--- src/reset_cause_pkg.sv ---
// Shared constants for the reset-cause recording block.
// Assumes a 32-bit Avalon-MM slave with byte addresses, one word per register.
package reset_cause_pkg;

	// ************************************************************
	// Register indices; the byte address is four times the index.
	// ************************************************************
	localparam logic [11:0] IDX_BROWNOUT_CONTROL = 12'h811;
	localparam logic [11:0] IDX_RESET_CAUSE = 12'h813;
	localparam logic [11:0] IDX_VIOLATION_CAUSE = 12'h814;
	localparam logic [11:0] IDX_CORE_STATUS = 12'h815;
	localparam logic [11:0] IDX_RESET_CONFIG = 12'h816;

	// ************************************************************
	// Field positions.
	// ************************************************************
	localparam int BIT_SW_BOR_EN = 7;
	localparam int BIT_BOR_READY = 0;
	localparam int BIT_STK_OVF = 7;
	localparam int BIT_STK_UNF = 6;
	localparam int BIT_WDT_N = 4;
	localparam int BIT_PIN_N = 3;
	localparam int BIT_INSTR_N = 2;
	localparam int BIT_POR_N = 1;
	localparam int BIT_BOR_N = 0;
	localparam int BIT_MEM_VIOLATION_FLAG_N_N = 1;
	localparam int BIT_TIMEOUT = 1;
	localparam int BIT_POWERDOWN = 0;
	localparam int BIT_CFG_MODE_LO = 0;
	localparam int BIT_CFG_STACK_ERROR_RESET_ENABLE = 2;
	localparam int BIT_CFG_SAF_EN = 3;

	// ************************************************************
	// Encodings and reset values.
	// ************************************************************
	localparam logic [1:0] BOR_MODE_ON = 2'h3;
	localparam logic [1:0] BOR_MODE_NOSLEEP = 2'h2;
	localparam logic [1:0] BOR_MODE_SW = 2'h1;
	localparam logic [1:0] RST_BOR_MODE = 2'h1;
	localparam logic RST_STACK_ERROR_RESET_ENABLE = 1'b1;
	localparam logic RST_SAF_EN = 1'b0;
	localparam logic RST_BOR_FLAG_N = 1'b1;
	localparam logic [14:0] IRQ_VECTOR = 15'h0004;
	localparam logic [14:0] RESET_VECTOR = 15'h0000;

	typedef enum logic [1:0] {
		WAKE_IDLE = 2'b00,
		WAKE_RESUME = 2'b01,
		WAKE_VECTOR = 2'b11
	} wake_e;

endpackage

--- src/reset_cause_flags.sv ---
// Reset-cause flags, brown-out control and memory execution guard.
// Assumes event inputs are one-cycle pulses on clock; the reset pin and
// the brown-out ready level come from outside and are synchronised here.

// Overview of operation
// - Fetch beyond program memory or into enabled protected flash raises reset.
// - Each reset other than power-on or brown-out updates only the flag of its own cause.
// - Hardware makes a flag inactive only on power-on or brown-out; software may.
// - Software writing a flag active stores it and causes no reset.
// - Software brown-out enable, bit 7, acts only when mode equals 01.
// - Brown-out ready reads 1 only when circuit is active and armed.
// - Stack overflow flag, bit 7, set by too many calls.
// - Stack underflow flag, bit 6, set by too many returns.
// - Watchdog flag, bit 4, cleared by watchdog overflow reset.
// - Pin flag, bit 3, cleared by external pin reset.
// - Instruction flag, bit 2, cleared by reset instruction.
// - Power-on flag, bit 1, cleared by power-on reset.
// - Brown-out flag, bit 0, cleared by brown-out reset.
// - Violation flag cleared by violation reset, one after power-on.
// - Power-on or brown-out sets the documented flag and enable defaults.
// - Power-on sets time-out and power-down; watchdog clears time-out.
// - Any wake clears power-down; pin reset in sleep sets time-out.
// - Wake resumes at next address; an interrupt wake then vectors to 0004h if enabled.
// - Every true reset source loads program counter with zero.
// - Brown-out detection follows software enable only in mode 01.
// - Stack errors reset only while stack-error reset enable is set.
module reset_cause_flags
	import reset_cause_pkg::*;
#(
	parameter int PROG_WORDS = 4096,
	parameter int SAF_BASE = 3968
)
(
	// Clock and block reset.
	input wire logic clock,
	input wire logic rst,
	// Avalon-MM slave.
	input wire logic [13:0] address,
	input wire logic read,
	input wire logic write,
	input wire logic [31:0] writedata,
	input wire logic [3:0] byteenable,
	output logic [31:0] readdata,
	output logic waitrequest,
	// Reset sources.
	input wire logic por_event,
	input wire logic bor_event,
	input wire logic external_reset_pin_n,
	input wire logic watchdog_timeout,
	input wire logic reset_instr,
	input wire logic stack_overflow_evt,
	input wire logic stack_underflow_evt,
	// Core execution and sleep.
	input wire logic fetch_exec,
	input wire logic [14:0] fetch_addr,
	input wire logic sleep_active,
	input wire logic irq_wake,
	input wire logic global_irq_enable,
	// Brown-out circuit.
	input wire logic brownout_ready_raw,
	output logic brownout_detect_en,
	// Results.
	output logic device_reset,
	output logic pc_load,
	output logic [14:0] pc_load_addr,
	output logic wake_resume,
	output logic irq_push,
	output logic timeout_status,
	output logic powerdown_status
);

	// ************************************************************
	// State.
	// ************************************************************
	typedef struct packed {
		logic [1:0] pin_sync;
		logic pin_prev;
		logic [1:0] rdy_sync;
		logic ack;
		logic [31:0] rdata;
		logic sw_brownout_enable;
		logic stack_overflow_flag;
		logic stack_underflow_flag;
		logic watchdog_reset_flag_n;
		logic pin_reset_flag_n;
		logic instr_reset_flag_n;
		logic por_flag_n;
		logic brownout_flag_n;
		logic mem_violation_flag_n;
		logic timeout_status;
		logic powerdown_status;
		logic [1:0] brownout_mode_cfg;
		logic stack_error_reset_enable;
		logic saf_enable;
		logic dev_reset;
		logic pc_load;
		logic [14:0] pc_addr;
		logic irq_woke;
		wake_e wake;
	} state_s;

	localparam state_s ST_RESET = '{
		pin_sync: 2'b11,
		pin_prev: 1'b1,
		rdy_sync: 2'b00,
		ack: 1'b0,
		rdata: 32'h0000_0000,
		sw_brownout_enable: 1'b1,
		stack_overflow_flag: 1'b0,
		stack_underflow_flag: 1'b0,
		watchdog_reset_flag_n: 1'b1,
		pin_reset_flag_n: 1'b1,
		instr_reset_flag_n: 1'b1,
		por_flag_n: 1'b0,
		brownout_flag_n: RST_BOR_FLAG_N,
		mem_violation_flag_n: 1'b1,
		timeout_status: 1'b1,
		powerdown_status: 1'b1,
		brownout_mode_cfg: RST_BOR_MODE,
		stack_error_reset_enable: RST_STACK_ERROR_RESET_ENABLE,
		saf_enable: RST_SAF_EN,
		dev_reset: 1'b0,
		pc_load: 1'b0,
		pc_addr: 15'h0000,
		irq_woke: 1'b0,
		wake: WAKE_IDLE
	};

	localparam logic [14:0] PROG_LIMIT = 15'(PROG_WORDS);
	localparam logic [14:0] SAF_START = 15'(SAF_BASE);

	state_s st_r;
	state_s st_nxt;

	logic bus_req;
	logic bus_take;
	logic [11:0] reg_idx;
	logic wr_byte0;
	logic pin_fall;
	logic pin_low;
	logic wdt_reset;
	logic wdt_wake;
	logic int_wake;
	logic mem_violation;
	logic stk_reset;
	logic any_reset;
	logic bor_en;
	logic [7:0] rd_byte;

	// ************************************************************
	// Combinational next state.
	// ************************************************************
	always_comb
	begin
		st_nxt = st_r;

		// Synchronisers: the first stage feeds only the second.
		st_nxt.pin_sync = {st_r.pin_sync[0], external_reset_pin_n};
		st_nxt.pin_prev = st_r.pin_sync[1];
		st_nxt.rdy_sync = {st_r.rdy_sync[0], brownout_ready_raw};

		// One wait cycle per access; the request is taken on the second.
		bus_req = read | write;
		bus_take = bus_req & st_r.ack;
		st_nxt.ack = bus_req & ~st_r.ack;
		reg_idx = address[13:2];
		wr_byte0 = write & bus_take & byteenable[0];

		pin_low = ~st_r.pin_sync[1];
		pin_fall = st_r.pin_prev & ~st_r.pin_sync[1];
		wdt_reset = watchdog_timeout & ~sleep_active;
		wdt_wake = watchdog_timeout & sleep_active;
		int_wake = irq_wake & sleep_active;

		// A fetch counts only when it is executed, not when prefetched.
		mem_violation = fetch_exec & ((fetch_addr >= PROG_LIMIT) |
			(st_r.saf_enable & (fetch_addr >= SAF_START)));

		stk_reset = (stack_overflow_evt | stack_underflow_evt) &
			st_r.stack_error_reset_enable;

		unique case (st_r.brownout_mode_cfg)
			BOR_MODE_ON: bor_en = 1'b1;
			BOR_MODE_NOSLEEP: bor_en = ~sleep_active;
			BOR_MODE_SW: bor_en = st_r.sw_brownout_enable;
			default: bor_en = 1'b0;
		endcase

		// Register read path, captured during the wait cycle.
		rd_byte = 8'h00;
		unique case (reg_idx)
			IDX_BROWNOUT_CONTROL:
			begin
				rd_byte[BIT_SW_BOR_EN] = st_r.sw_brownout_enable;
				rd_byte[BIT_BOR_READY] = bor_en & st_r.rdy_sync[1];
			end
			IDX_RESET_CAUSE:
			begin
				rd_byte[BIT_STK_OVF] = st_r.stack_overflow_flag;
				rd_byte[BIT_STK_UNF] = st_r.stack_underflow_flag;
				rd_byte[BIT_WDT_N] = st_r.watchdog_reset_flag_n;
				rd_byte[BIT_PIN_N] = st_r.pin_reset_flag_n;
				rd_byte[BIT_INSTR_N] = st_r.instr_reset_flag_n;
				rd_byte[BIT_POR_N] = st_r.por_flag_n;
				rd_byte[BIT_BOR_N] = st_r.brownout_flag_n;
			end
			IDX_VIOLATION_CAUSE:
				rd_byte[BIT_MEM_VIOLATION_FLAG_N_N] = st_r.mem_violation_flag_n;
			IDX_CORE_STATUS:
			begin
				rd_byte[BIT_TIMEOUT] = st_r.timeout_status;
				rd_byte[BIT_POWERDOWN] = st_r.powerdown_status;
			end
			IDX_RESET_CONFIG:
			begin
				rd_byte[BIT_CFG_MODE_LO +: 2] = st_r.brownout_mode_cfg;
				rd_byte[BIT_CFG_STACK_ERROR_RESET_ENABLE] = st_r.stack_error_reset_enable;
				rd_byte[BIT_CFG_SAF_EN] = st_r.saf_enable;
			end
			default: rd_byte = 8'h00;
		endcase
		st_nxt.rdata = (read & ~st_r.ack) ? {24'h00_0000, rd_byte} :
			st_r.rdata;

		// Software writes come first so that hardware events override them.
		// Writing a flag active only stores it; no reset is raised.
		if (wr_byte0)
		begin
			unique case (reg_idx)
				IDX_BROWNOUT_CONTROL:
					st_nxt.sw_brownout_enable = writedata[BIT_SW_BOR_EN];
				IDX_RESET_CAUSE:
				begin
					st_nxt.stack_overflow_flag = writedata[BIT_STK_OVF];
					st_nxt.stack_underflow_flag = writedata[BIT_STK_UNF];
					st_nxt.watchdog_reset_flag_n = writedata[BIT_WDT_N];
					st_nxt.pin_reset_flag_n = writedata[BIT_PIN_N];
					st_nxt.instr_reset_flag_n = writedata[BIT_INSTR_N];
					st_nxt.por_flag_n = writedata[BIT_POR_N];
					st_nxt.brownout_flag_n = writedata[BIT_BOR_N];
				end
				IDX_VIOLATION_CAUSE:
					st_nxt.mem_violation_flag_n = writedata[BIT_MEM_VIOLATION_FLAG_N_N];
				IDX_RESET_CONFIG:
				begin
					st_nxt.brownout_mode_cfg = writedata[BIT_CFG_MODE_LO +: 2];
					st_nxt.stack_error_reset_enable = writedata[BIT_CFG_STACK_ERROR_RESET_ENABLE];
					st_nxt.saf_enable = writedata[BIT_CFG_SAF_EN];
				end
				default:
				begin
					st_nxt.saf_enable = st_r.saf_enable;
				end
			endcase
		end

		// Hardware updates: each cause touches only its own bits.
		if (stack_overflow_evt)
			st_nxt.stack_overflow_flag = 1'b1;
		if (stack_underflow_evt)
			st_nxt.stack_underflow_flag = 1'b1;
		if (wdt_reset)
		begin
			st_nxt.watchdog_reset_flag_n = 1'b0;
			st_nxt.timeout_status = 1'b0;
		end
		if (wdt_wake)
		begin
			st_nxt.timeout_status = 1'b0;
			st_nxt.powerdown_status = 1'b0;
		end
		if (int_wake)
		begin
			st_nxt.timeout_status = 1'b1;
			st_nxt.powerdown_status = 1'b0;
		end
		if (pin_fall)
		begin
			st_nxt.pin_reset_flag_n = 1'b0;
			if (sleep_active)
			begin
				st_nxt.timeout_status = 1'b1;
				st_nxt.powerdown_status = 1'b0;
			end
		end
		if (reset_instr)
			st_nxt.instr_reset_flag_n = 1'b0;
		if (mem_violation)
			st_nxt.mem_violation_flag_n = 1'b0;

		// Supply events restore the flag, status and enable defaults; they outrank all else.
		if (por_event | bor_event)
		begin
			st_nxt.stack_overflow_flag = 1'b0;
			st_nxt.stack_underflow_flag = 1'b0;
			st_nxt.watchdog_reset_flag_n = 1'b1;
			st_nxt.pin_reset_flag_n = 1'b1;
			st_nxt.instr_reset_flag_n = 1'b1;
			st_nxt.mem_violation_flag_n = 1'b1;
			st_nxt.sw_brownout_enable = 1'b1;
			st_nxt.timeout_status = 1'b1;
			st_nxt.powerdown_status = 1'b1;
			if (bor_event)
				st_nxt.brownout_flag_n = 1'b0;
			if (por_event)
				st_nxt.por_flag_n = 1'b0;
		end

		// ********************************************************
		// Reset request and program counter loading.
		// ********************************************************
		any_reset = por_event | bor_event | pin_fall | wdt_reset |
			reset_instr | stk_reset | mem_violation;
		// The pin holds the device in reset for as long as it stays low.
		st_nxt.dev_reset = any_reset | pin_low;
		st_nxt.pc_load = 1'b0;
		st_nxt.pc_addr = st_r.pc_addr;

		unique case (st_r.wake)
			WAKE_IDLE:
			begin
				if (wdt_wake | int_wake)
				begin
					st_nxt.wake = WAKE_RESUME;
					st_nxt.irq_woke = int_wake;
				end
			end
			WAKE_RESUME:
			begin
				// Only an interrupt wake may enter the vector.
				st_nxt.wake = (global_irq_enable & st_r.irq_woke) ?
					WAKE_VECTOR : WAKE_IDLE;
			end
			WAKE_VECTOR:
			begin
				st_nxt.wake = WAKE_IDLE;
				st_nxt.pc_load = 1'b1;
				st_nxt.pc_addr = IRQ_VECTOR;
			end
			default: st_nxt.wake = WAKE_IDLE;
		endcase

		// A true reset aborts any wake sequence in flight.
		if (any_reset)
		begin
			st_nxt.wake = WAKE_IDLE;
			st_nxt.pc_load = 1'b1;
			st_nxt.pc_addr = RESET_VECTOR;
		end
	end

	// ************************************************************
	// State register.
	// ************************************************************
	always_ff @(posedge clock or posedge rst)
	begin
		if (rst)
			st_r <= ST_RESET;
		else
			st_r <= st_nxt;
	end

	// ************************************************************
	// Outputs.
	// ************************************************************
	assign waitrequest = bus_req & ~st_r.ack;
	assign readdata = st_r.rdata;
	assign brownout_detect_en = bor_en;
	assign device_reset = st_r.dev_reset;
	assign pc_load = st_r.pc_load;
	assign pc_load_addr = st_r.pc_addr;
	assign wake_resume = (st_r.wake == WAKE_RESUME);
	assign irq_push = (st_r.wake == WAKE_VECTOR);
	assign timeout_status = st_r.timeout_status;
	assign powerdown_status = st_r.powerdown_status;

endmodule // reset_cause_flags

--- config.mk ---
export PLATFORM = sky130hd
export DESIGN_NAME = reset_cause_flags
export DESIGN_NICKNAME = d
export VERILOG_FILES = /design/src/reset_cause_pkg.sv /design/src/reset_cause_flags.sv
export SDC_FILE = /design/constraint.sdc
export NUM_CORES = 1
export LEC_CHECK = 0
export BUFFER_PORTS_ARGS = -buffer_cell sky130_fd_sc_hd__buf_2
export CAP_MARGIN = 20
export CORE_ASPECT_RATIO = 0.9
export CORE_UTILIZATION = 43
export CTS_BUF_LIST = sky130_fd_sc_hd__clkbuf_4
export DETAILED_ROUTE_END_ITERATION = 8
export HOLD_SLACK_MARGIN = 0.15
export PLACE_DENSITY = 0.82
export REMOVE_ABC_BUFFERS = 1
export SLEW_MARGIN = 20
export SYNTH_ARGS = -nofsm -noshare
export SYNTH_HDL_FRONTEND = slang
export SYNTH_SLANG_ARGS = --single-unit
--- constraint.sdc ---
create_clock -name clock -period 1.7 [get_ports clock]
set_input_delay 0.34 -clock clock [delete_from_list [all_inputs] [get_ports clock]]
set_output_delay 0.34 -clock clock [all_outputs]
set_load 0.005 [all_outputs]
== Word-level counts from Yosys, hierarchy flattened ==
Index checks and enable logic that the tools add are counted.
Widths: inputs -> output; s select.

* Flip-flop bits (word level): 48
* Bits of input ports: 81
* Logic and storage cells: 121
* Output and inout bits: 55

* Bitwise logic cells: 28
* Magnitude comparators: 2
* Mux-type cells: 31
* Eq/ne operators: 11
* Reduce and logical (&&, ||, !) cells: 25

{| class="wikitable"
|+ Operators by type and width
! cell !! count
|-
| $eq 12x12->1 const B || 5
|-
| $reduce_bool 3->1 || 12
|-
| $mux 16 || 2
|-
| $reduce_and 2->1 || 9
|-
| $ge 15x12->1 const B || 1
|-
| $ge 15x13->1 const B || 1
|-
| $and 1x1->1 || 14
|-
| $mux 2 || 7
|-
| $mux 1 || 13
|-
| $mux 11 || 1
|-
| $or 1x1->1 || 11
|-
| $mux 9 || 1
|-
| $pmux 1 s4 || 2
|-
| $pmux 2 s2 || 2
|-
| $mux 7 || 1
|-
| $eq 2x2->1 const B || 3
|-
| $reduce_bool 2->1 || 3
|-
| $eq 2x1->1 const B || 2
|-
| $ne 3x3->1 const B || 1
|-
| $not 1->1 || 3
|-
| $pmux 1 s3 || 1
|-
| $logic_not 2->1 || 1
|-
| $pmux 1 s2 || 1
|}

== Depth between registers and ports, before layout ==
Gate-level depths: netlist (run 1).

* Depth after elaboration: 8
* Mapped depth: 6
* Depth with buffers taken out: 4

== Worst setup path before layout (run 1) ==
No wires, ideal clock.

* Kind: input to register
* Start: input address[9]
* End: register st_r[32] (netlist bit)
* Slack: 0.012 ns
* Data arrival time: 1.569 ns
* Required time: 1.581 ns
* Stages on the path: 5
* Buffers on the path: 1
* Library setup time: 0.119 ns
* Path through: nor4_4 and4_1 buf_6 mux2_1 o21a_1

* Longest elaborated chain between the ends: 3

{| class="wikitable"
|+ RTL lines
! item !! line !! source
|-
| from (decl) || reset_cause_flags.sv:38 || <nowiki>input wire logic [13:0] address,</nowiki>
|-
| $eq 12x12->1 || reset_cause_flags.sv:229 || <nowiki>unique case (reg_idx)</nowiki>
|-
| $reduce_bool 3->1 (no source line) || - ||
|-
| $reduce_and 2->1 (no source line) || - ||
|-
| to (signal assigned) || reset_cause_flags.sv:360 || <nowiki>st_r <= st_nxt;</nowiki>
|-
| to (decl) || reset_cause_flags.sv:132 || <nowiki>state_s st_r;</nowiki>
|}

Every way passes these cells.
A chain may end at the register's enable or synchronous reset.

== Worst setup path after layout (run 1) ==
* Start: register st_r[34] (netlist bit)
* End: output brownout_detect_en

* Longest elaborated chain between the ends: 1

{| class="wikitable"
|+ RTL lines
! item !! line !! source
|-
| $pmux 1 s3 || reset_cause_flags.sv:182 || <nowiki>unique case (st_r.brownout_mode_cfg)</nowiki>
|-
| to (decl) || reset_cause_flags.sv:61 || <nowiki>output logic brownout_detect_en,</nowiki>
|}

Every way passes these cells.

==> results of run 1 <==
-- synth_stat cells, drive strengths merged (2+ instances only) --
cell / instances / area [um2]
buf: 50 / 387
dfrtp: 21 / 526
nand2: 16 / 62.6
dfstp: 13 / 342
o21ai: 12 / 60.1
mux2i: 8 / 80.1
nor2: 8 / 32.5
mux2: 7 / 78.8
nand3: 6 / 30.0
nor2b: 5 / 31.3
nand4: 4 / 25.0
nor3b: 4 / 35.0
and4: 3 / 26.3
nand2b: 3 / 18.8
nand3b: 3 / 22.5
o21a: 3 / 22.5
o31ai: 3 / 22.5
a22o: 2 / 17.5
a22oi: 2 / 15.0
a31oi: 2 / 12.5
and2: 2 / 12.5
or4: 2 / 15.0
xor2: 2 / 17.5
-- report_power, final --
part / switching, mW / internal (mW)
Clock: 0.309 / 0.460
Combinational: 0.118 / 0.0963
Sequential: 0.0132 / 0.838
-- through the flow --
step | instance area [um2] | cells
after global routing | 2390 | 329
after CTS | 2390 | 329
after floorplan | 1760 | 182
after detailed placement | 2230 | 316
final | 2390 | 329
after global placement | 2230 | 316
-- state kept, by name, indices dropped and copies added, names as in the netlist --
signal	cells
device_reset	1
pc_load	1
pc_load_addr	1
powerdown_status	1
readdata	7
st_nxt	3
st_r	19
timeout_status	1
-- critical path: cells and delay by family (launching register included) --
family / cells / cell delay, ns
compound gates: 1 / 0.09
buf+inv: 1 / 0.13
flops: 1 / 0.57
simple gates: 1 / 0.13
-- routing by layer --
metal / GRT usage / part of all wire / vias to the layer above
li1: - / - / 740
met2: 0.300 / 0.48 / 66
met3: 0.0424 / 0.060 / 5
met5: 0 / 0 / -
met1: 0.202 / 0.45 / 727
met4: 0.0649 / 0.0094 / 0
-- layout make-up --
type / count / area (um2)
flip-flops and latches: 34 / 867
inverters: 1 / 3.75
well taps: 62 / 77.6
multi-input cells: 147 / 891
clock inverters: 3 / 68.8
repair buffers: 77 / 443
fillers: 400 / 2070
clock buffers: 5 / 37.5
-- kinds of logic after synthesis --
logic type / Yosys count / synth area share
simple gates: 61 / 0.183
buf+inv: 52 / 0.196
flops: 34 / 0.432
compound gates: 30 / 0.0996
mux: 15 / 0.0791
xor+xnor: 2 / 0.00872
other cells: 1 / 0.00187
-- worst max path at each step --
stage / startpoint / end / slack, ns / depth (start not counted)
2_1_floorplan: address[9] / st_r[32]$_DFFE_PP0P_ / -0.08 / 4
3_3_place_gp: address[9] / st_r[33]$_DFFE_PP0P_ / -0.03 / 5
3_5_place_dp: address[9] / st_r[33]$_DFFE_PP0P_ / -0.05 / 5
4_1_cts: bor_event / st_r[0]$_DFFE_PP0P_ / 0.05 / 7
5_1_grt: bor_event / st_r[0]$_DFFE_PP0P_ / 0.006 / 7
6_report: st_r[34]$_DFFE_PP1P_ / brownout_detect_en / 0.08 / 3
-- repair_timing --
item,4_1_cts,5_1_grt
endpoints found under the hold margin,25,0
setup endpoints to repair,0,2
setup buffers,0,0
hold buffers,5,0
==> flow_metrics.py, run 1 <==
metrics = {
    "status": {
        "outcome": "finished, final reports clean",
    },
    "placement": {
        "portBuffers": 59,
        "place.gp.congestion": 0.840,
        "dp_hpwl_mm": 3.23,
        "dp_slack_ns": -0.0471,
    },
    "sta": {
        "drv_slew": 0,
        "finClkSkew_ns": 0.00720,
        "fin_crit_ns": 1.62,
        "fin_ws_ns": 0.0847,
        "rsz0062_at_grt": "false",
        "finalHoldViolCount": 0,
        "max_freq_mhz": 619,
        "setup_tns_ns": 0,
        "period_share": 0.950,
        "hold_ws_ns": 0.164,
        "setup_viol": 0,
    },
    "global_routing": {
        "antenna_found_initial": 0,
        "track_usage": 0.172,
        "grt-ovfl-total": 0,
        "grt_max_degree": 35,
        "grt_pass1_vias": 1437,
        "grt_pass1_wl_mm": 6.24,
    },
    "clock_tree": {
        "insertion_delay_ns": 0.35,
        "clock-root-buffer": "clkbuf_4",
        "cts_tree": "done",
        "h-tree-depth": 2,
        "cts-resized-gates": 0,
        "numCtsBuffers": 5,
        "cts_buffer_depth": 2,
        "clk_pin_slew_ns": 0.12,
        "cts.sinks": 34,
    },
    "worst_setup_path": {
        "worstReg2RegStart": "st_r[67]$_DFF_PP0_",
        "worstPathRequired_ns": 1.36,
        "r2r_cells": 4,
        "max_stage_delay_ns": 0.57,
        "path_cells": "a21oi_1 > nor2_1 > buf_2",
        "slowest_stage": "dfstp_2",
        "cp-end-kind": "output pin",
        "worstPathArrival_ns": 1.28,
        "worstPathMaxFanout": 3,
        "worstReg2RegEnd": "st_r[33]$_DFFE_PP0P_",
        "timing_worst_setup_path_type": "reg2out",
        "rrSetupSlack_ns": 0.14,
        "startpoint_type": "register",
    },
    "die": {
        "die_w_um": 74.1,
        "ios": 136,
        "initial_core_util": 0.450,
        "die_y_um": 66.9,
        "core_um2": 4460,
        "die-area_um2": 4950,
        "num_rows": 23,
    },
    "detailed_routing": {
        "drc": 0,
        "routedWlPerCell_um": 12.3,
        "drt_pass1_iterations": 4,
        "postRouteAntennaNets": 0,
        "routed_wl_mm": 4.06,
        "vias_per_cell": 4.67,
        "drt_first_iter_violations": 67,
        "via_count": 1538,
    },
    "power": {
        "max-vdd-ir-drop_v": 0.000575,
        "power.total_mw": 1.83,
        "leakagePower_nw": 1.16,
        "power_density_nw_per_um2": 768,
    },
    "yosys": {
        "avgSynthCellArea_um2": 10.3,
        "ys_warn_count": 0,
        "ys_seq_elements": 34,
        "synth_edf_count": 0,
        "ys_types": 43,
        "synthCells": 195,
        "ys_seq_area_frac": 0.432,
        "async_flop_share": 1.00,
        "synthesis.area_um2": 2010,
        "synthFlopType": "dfrtp_1",
    },
    "cells_and_area": {
        "layout_common_cells": "buf_2 (59), conb_1 (39), dfrtp_1 (21)",
        "layout-drive-gt1-share": 0.393,
        "area_delta_synth_final_pct": 18.9,
        "final_nets": 347,
        "final_common_cell": "buf_2",
        "final_util": 0.535,
        "antennaDiodeCount": 0,
    },
    "min_path": {
        "hold_path.class": "in2reg",
        "min_from": "reset_instr",
        "worstHoldPathCells": 2,
        "min_to": "st_r[29]$_DFFE_PP1P_",
    },
    "flow_run": {
        "drv_cap": 0,
    },
}
(Power assumes the default switching activity.)
==> inputs of run 2 (changes only) <==
--- a/config.mk
+++ b/config.mk
@@ -7,12 +7,14 @@
 export LEC_CHECK = 0
 export BUFFER_PORTS_ARGS = -buffer_cell sky130_fd_sc_hd__buf_2
 export CAP_MARGIN = 20
+export CELL_PAD_IN_SITES_DETAIL_PLACEMENT = 1
+export CELL_PAD_IN_SITES_GLOBAL_PLACEMENT = 1
 export CORE_ASPECT_RATIO = 0.9
-export CORE_UTILIZATION = 43
+export CORE_UTILIZATION = 30
 export CTS_BUF_LIST = sky130_fd_sc_hd__clkbuf_4
 export DETAILED_ROUTE_END_ITERATION = 8
 export HOLD_SLACK_MARGIN = 0.15
-export PLACE_DENSITY = 0.82
+export PLACE_DENSITY_LB_ADDON = 0.1
 export REMOVE_ABC_BUFFERS = 1
 export SLEW_MARGIN = 20
 export SYNTH_ARGS = -nofsm -noshare
==> run 2 against run 1 <==
Effect of this change:
- die area rose by 42%
- cell count rose by 7.9%
- first-iteration DRC count fell by 54%
- clock-buffer cell count did not move
- power fell by 10%
- sequential share of layout area fell by 0.47 points
- via count fell by 0.46%
- critical path depth rose by 4
- clock skew rose by 0.0063 ns
- register-to-register slack barely moved
- largest cell class unchanged
==> flow_metrics.py, run 2 (synthesized netlist as in run 1, its figures left out) <==
metrics = {
    "placement": {
        "place_area_um2": 2270,
        "place.gp.congestion": 0.697,
        "dp_hpwl_mm": 3.60,
        "portBuffers": 59,
    },
    "clock_tree": {
        "h-tree-depth": 2,
        "postCtsSetupBuffers": 0,
        "cts_tree": "done",
        "cts_buffer_depth": 2,
        "clock-root-buffer": "clkbuf_4",
        "clk_pin_slew_ns": 0.11,
        "cts.sinks": 34,
        "numCtsBuffers": 5,
        "insertion_delay_ns": 0.34,
    },
    "worst_setup_path": {
        "worstPathMaxFanout": 5,
        "worstPathArrival_ns": 1.85,
        "startpoint_type": "primary input",
        "worstPathRequired_ns": 1.96,
        "cp-end-kind": "register",
        "timing_worst_setup_path_type": "in2reg",
    },
    "power": {
        "leakagePower_nw": 1.15,
        "max-vdd-ir-drop_v": 0.000319,
        "power_density_nw_per_um2": 681,
        "power.total_mw": 1.65,
    },
    "global_routing": {
        "antenna_found_initial": 0,
        "grt-ovfl-total": 0,
        "grt_pass1_wl_mm": 7.31,
        "grt_max_degree": 35,
        "grt-busiest-layer": "met2",
        "track_usage": 0.139,
        "grtUsageMet3": 0.0331,
        "grt_use_met1": 0.172,
        "grtUsageMet2": 0.236,
        "grt_pass1_vias": 1452,
    },
    "die": {
        "ios": 136,
        "die_w_um": 88.3,
        "die_y_um": 79.6,
        "num_rows": 27,
        "initial_core_util": 0.320,
        "die-area_um2": 7030,
        "core_um2": 6280,
    },
    "cells_and_area": {
        "final_common_cell": "buf_2",
        "antennaDiodeCount": 0,
        "top_register": "st_r",
        "area_delta_synth_final_pct": 20.4,
        "layout-drive-gt1-share": 0.388,
        "layout_common_cells": "buf_2 (59), conb_1 (39), dfrtp_1 (21)",
        "largest_reg_flops": 19,
        "final_util": 0.385,
        "postLayoutCellArea_um2": 2420,
        "final_nets": 349,
    },
    "detailed_routing": {
        "via_count": 1531,
        "postRouteAntennaNets": 0,
        "routedWlPerCell_um": 12.8,
        "drt_first_iter_violations": 31,
        "drc": 0,
        "drt_pass1_iterations": 4,
        "vias_per_cell": 4.31,
        "routed_wl_mm": 4.54,
    },
    "sta": {
        "period_share": 0.935,
        "fin_crit_ns": 1.59,
        "max_freq_mhz": 629,
        "setup_viol": 0,
        "finClkSkew_ns": 0.0135,
        "drv_slew": 0,
        "rsz0062_at_grt": "false",
        "finalHoldViolCount": 0,
    },
    "status": {
        "outcome": "finished, final reports clean",
    },
    "min_path": {
        "hold_path.class": "in2reg",
    },
    "flow_run": {
        "drv_cap": 0,
    },
}
## run 2: through the flow
stage | worst slack [ns] | hold slack (ns) | setup TNS (ns) | cells
floorplan | -0.0754 | 0.331 | -0.151 | 182
global placement | -0.0729 | 0.337 | -0.141 | 342
detailed placement | -0.0498 | 0.336 | -0.0939 | 342
CTS | 0.00555 | 0.216 | 0 | 355
global route | 0.00593 | 0.226 | 0 | 355
finish | 0.110 | 0.239 | 0 | 355
## run 2: timing repair
item                                   in CTS  in global routing
hold buffers                                6                  0
setup endpoints to repair                   0                  2
endpoints found under the hold margin      26                  0
resized for setup                           0                  2
## run 2: worst paths after layout
path | start | to | slack, ns | cells after the start
hold reg to reg | st_nxt[69]$_DFF_PP0_ | st_r[69]$_DFF_PP0_ | 0.36 | 0
hold / removal | stack_overflow_evt | st_r[33]$_DFFE_PP0P_ | 0.24 | 2
setup / recovery | por_event | st_r[1]$_DFFE_PP0P_ | 0.11 | 7
min in group asynchronous | rst | readdata[0]$_DFFE_PP0P_ | 0.63 | 4
setup reg to reg | st_r[67]$_DFF_PP0_ | st_r[32]$_DFFE_PP0P_ | 0.14 | 4
max in group asynchronous | rst | st_r[27]$_DFF_PP1_ | 0.71 | 4
## run 2: area by class of cell
type / count / area (um2)
Fill cell: 779 / 3860
Multi-Input combinational cell: 147 / 908
Sequential cell: 34 / 867
Timing Repair Buffer: 79 / 460
Tap cell: 87 / 109
Clock buffer: 5 / 37.5
Clock inverter: 2 / 33.8
Inverter: 1 / 3.75
## run 2: layer usage
metal / vias to the layer above / wire, um
met4: 0 / 49
met3: 5 / 343
li1: 741 / -
met1: 718 / 2060
met2: 67 / 2090
met5: - / 0
## run 2: power breakdown
part,switching [mW],internal (mW)
Clock,0.277,0.297
Sequential,0.0129,0.838
Combinational,0.125,0.0992
Total,0.415,1.23
## run 2: worst max-delay path, stage by stage
cell and delay [ns]:
dlygate4sd3_1 0.55, buf_2 0.15, nor2_4 0.10, nand3b_1 0.13, a2111oi_4 0.20, buf_4 0.18, and4_1 0.20
==> inputs of run 3 (changes only) <==
--- a/config.mk
+++ b/config.mk
@@ -9,7 +9,7 @@
 export CAP_MARGIN = 20
 export CELL_PAD_IN_SITES_DETAIL_PLACEMENT = 1
 export CELL_PAD_IN_SITES_GLOBAL_PLACEMENT = 1
-export CORE_ASPECT_RATIO = 0.9
+export CORE_ASPECT_RATIO = 0.7
 export CORE_UTILIZATION = 30
 export CTS_BUF_LIST = sky130_fd_sc_hd__clkbuf_4
 export DETAILED_ROUTE_END_ITERATION = 8
==> run 3 against run 2 <==
Effect of this change:
- first-iteration DRC count is 9.7% higher
- critical path depth is 4 lower
- combinational power hardly changed
- hold slack worse by 0.059 ns
- cell count is 1.1% higher
- power is 7.8% lower
- maximum frequency is 2.0% higher
- flip-flop and latch count stayed put
- clock skew is 0.0045 ns higher
- critical path type is now reg2out
- routed wire length is 4.2% higher
- sequential power hardly changed
- global-route usage is 0.17 points higher
- largest power group unchanged
==> flow_metrics.py, run 3 (synthesized netlist as in run 1, its figures left out) <==
metrics = {
    "detailed_routing": {
        "vias_per_cell": 4.30,
        "wl_met1_mm": 2.43,
        "routed_wl_mm": 4.73,
        "drc": 0,
        "drt_pass1_iterations": 4,
        "drt_first_iter_violations": 34,
        "wl_met3_um": 261,
        "postRouteAntennaNets": 0,
        "via_count": 1544,
        "top_layer_used": "met4",
        "wl_met2_mm": 2.03,
        "routedWlPerCell_um": 13.2,
    },
    "cells_and_area": {
        "layout_common_cells": "buf_2 (59), conb_1 (39), dfrtp_1 (21)",
        "largest_reg_flops": 19,
        "postLayoutCellArea_um2": 2380,
        "antennaDiodeCount": 0,
        "multi_input_area_um2": 896,
        "final_common_cell": "buf_2",
        "register_area_um2": 867,
        "top_register": "st_r",
        "fillers": 772,
        "area_delta_synth_final_pct": 18.7,
        "layout-drive-gt1-share": 0.396,
        "final_nets": 348,
    },
    "worst_setup_path": {
        "max_stage_delay_ns": 0.57,
        "r2r_cells": 4,
        "worstReg2RegEnd": "st_r[33]$_DFFE_PP0P_",
        "worstPathRequired_ns": 1.36,
        "worstReg2RegStart": "st_r[67]$_DFF_PP0_",
        "cp-end-kind": "output pin",
        "slowest_stage": "dfstp_2",
        "worstPathMaxFanout": 4,
        "rrSetupSlack_ns": 0.15,
        "path_cells": "a21oi_1 > nor2_1 > buf_2",
        "timing_worst_setup_path_type": "reg2out",
        "worstPathArrival_ns": 1.22,
        "startpoint_type": "register",
    },
    "min_path": {
        "min_to": "st_r[28]$_DFF_PP0_",
        "min_from": "por_event",
        "worstHoldPathCells": 2,
        "hold_path.class": "in2reg",
    },
    "power": {
        "power.share.switching": 0.273,
        "leakagePower_nw": 1.14,
        "power_density_nw_per_um2": 638,
        "seqPwrFrac": 0.560,
        "comb_power_share": 0.146,
        "p_clk_frac": 0.295,
        "max-vdd-ir-drop_v": 0.000265,
        "internal_power_mw": 1.11,
        "p_switching_mw": 0.415,
    },
    "sta": {
        "max_freq_mhz": 641,
        "fin_crit_ns": 1.56,
        "finClkSkew_ns": 0.0179,
        "rsz0062_at_grt": "false",
        "period_share": 0.917,
        "drv_slew": 0,
        "setup_viol": 0,
        "setup_tns_ns": 0,
        "finalHoldViolCount": 0,
    },
    "placement": {
        "portBuffers": 59,
        "dp_hpwl_mm": 3.84,
        "place_area_um2": 2280,
        "place.gp.congestion": 0.744,
    },
    "die": {
        "die-area_um2": 7030,
        "core_um2": 6340,
        "die_w_um": 99.8,
        "initial_core_util": 0.317,
        "die_y_um": 70.5,
        "ios": 136,
        "num_rows": 24,
    },
    "clock_tree": {
        "cts_buffer_depth": 2,
        "cts_tree": "done",
        "insertion_delay_ns": 0.33,
        "clk_pin_slew_ns": 0.11,
        "numCtsBuffers": 5,
        "cts.sinks": 34,
        "clock-root-buffer": "clkbuf_4",
        "h-tree-depth": 2,
    },
    "global_routing": {
        "grt_max_degree": 35,
        "grt_pass1_vias": 1544,
        "grt-ovfl-total": 0,
        "antenna_found_initial": 0,
        "track_usage": 0.141,
        "grt_pass1_wl_mm": 7.61,
    },
    "flow_run": {
        "drv_cap": 0,
    },
    "status": {
        "outcome": "finished, final reports clean",
    },
}
==> run 3: cell types whose count changed in the layout (fill, tap and decap cells not counted), sizes merged <==
cell,previous run,this run
bufinv,1,0
clkbuf,5,6
clkinv,1,2
dlygate4sd3,6,5
==> run 3: what timing repair did <==
item,CTS,global route
resized for setup,0,1
setup endpoints to repair,0,1
hold buffers,5,0
hold endpoints to repair,25,0
buffers inserted,0,0
==> run 3: layer usage <==
metal / track usage / vias up
met2: 0.206 / 58
met1: 0.209 / 739
met3: 0.0400 / 2
met5: 0 / -
li1: - / 745
met4: 0.0196 / 0
==> run 3: cell type report <==
class | count | share of cell area
multi-input combinational | 147 | 0.376
sequential | 34 | 0.364
timing repair buffer | 78 | 0.189
tap | 91 | 0.0477
clock buffer | 6 | 0.0189
clock inverter | 2 | 0.00367
inverter | 1 | 0.00157
==> run 3: worst max path at each step <==
stage / cells past startpoint / end / from
floorplan: 4 / st_r[32]$_DFFE_PP0P_ / address[9]
finish: 3 / brownout_detect_en / st_r[22]$_DFFE_PP1P_
global route: 3 / brownout_detect_en / st_r[22]$_DFFE_PP1P_
CTS: 5 / st_r[0]$_DFFE_PP0P_ / st_nxt[70]$_DFF_PP1_
global placement: 5 / st_r[32]$_DFFE_PP0P_ / address[9]
detailed placement: 5 / st_r[33]$_DFFE_PP0P_ / address[9]
==> run 3: power groups by stage <==
| stage | Combinational, mW | Sequential (mW) | Clock [mW] |
|---|---|---|---|
| 2_1_floorplan | 0.0946 | 0.861 | 0 |
| 3_5_place_dp | 0.213 | 0.865 | 0 |
| 6_report | 0.221 | 0.851 | 0.448 |
| 3_3_place_gp | 0.211 | 0.865 | 0 |
| 5_1_grt | 0.250 | 0.854 | 0.505 |
| 4_1_cts | 0.222 | 0.851 | 0.473 |
==> run 3: metrics by stage <==
step	std cells	util	power [mW]	setup slack (ns)	hold slack, ns
6_report	359	0.376	1.52	0.141	0.180
5_1_grt	359	0.376	1.61	0.0750	0.151
4_1_cts	359	0.376	1.55	0.115	0.164
3_5_place_dp	346	0.359	1.08	-0.0341	0.336
3_3_place_gp	346	0.359	1.08	-0.0349	0.332
2_1_floorplan	182	-	0.955	-0.0754	0.331
==> run 3: worst max-delay path, delay by kind of cell, from the launching register on <==
kind / cells / cell delay, ns
AO/OA/AOI/OAI: 1 / 0.09
buffers and inverters: 1 / 0.13
flip-flops: 1 / 0.57
AND/OR/NAND/NOR: 1 / 0.10
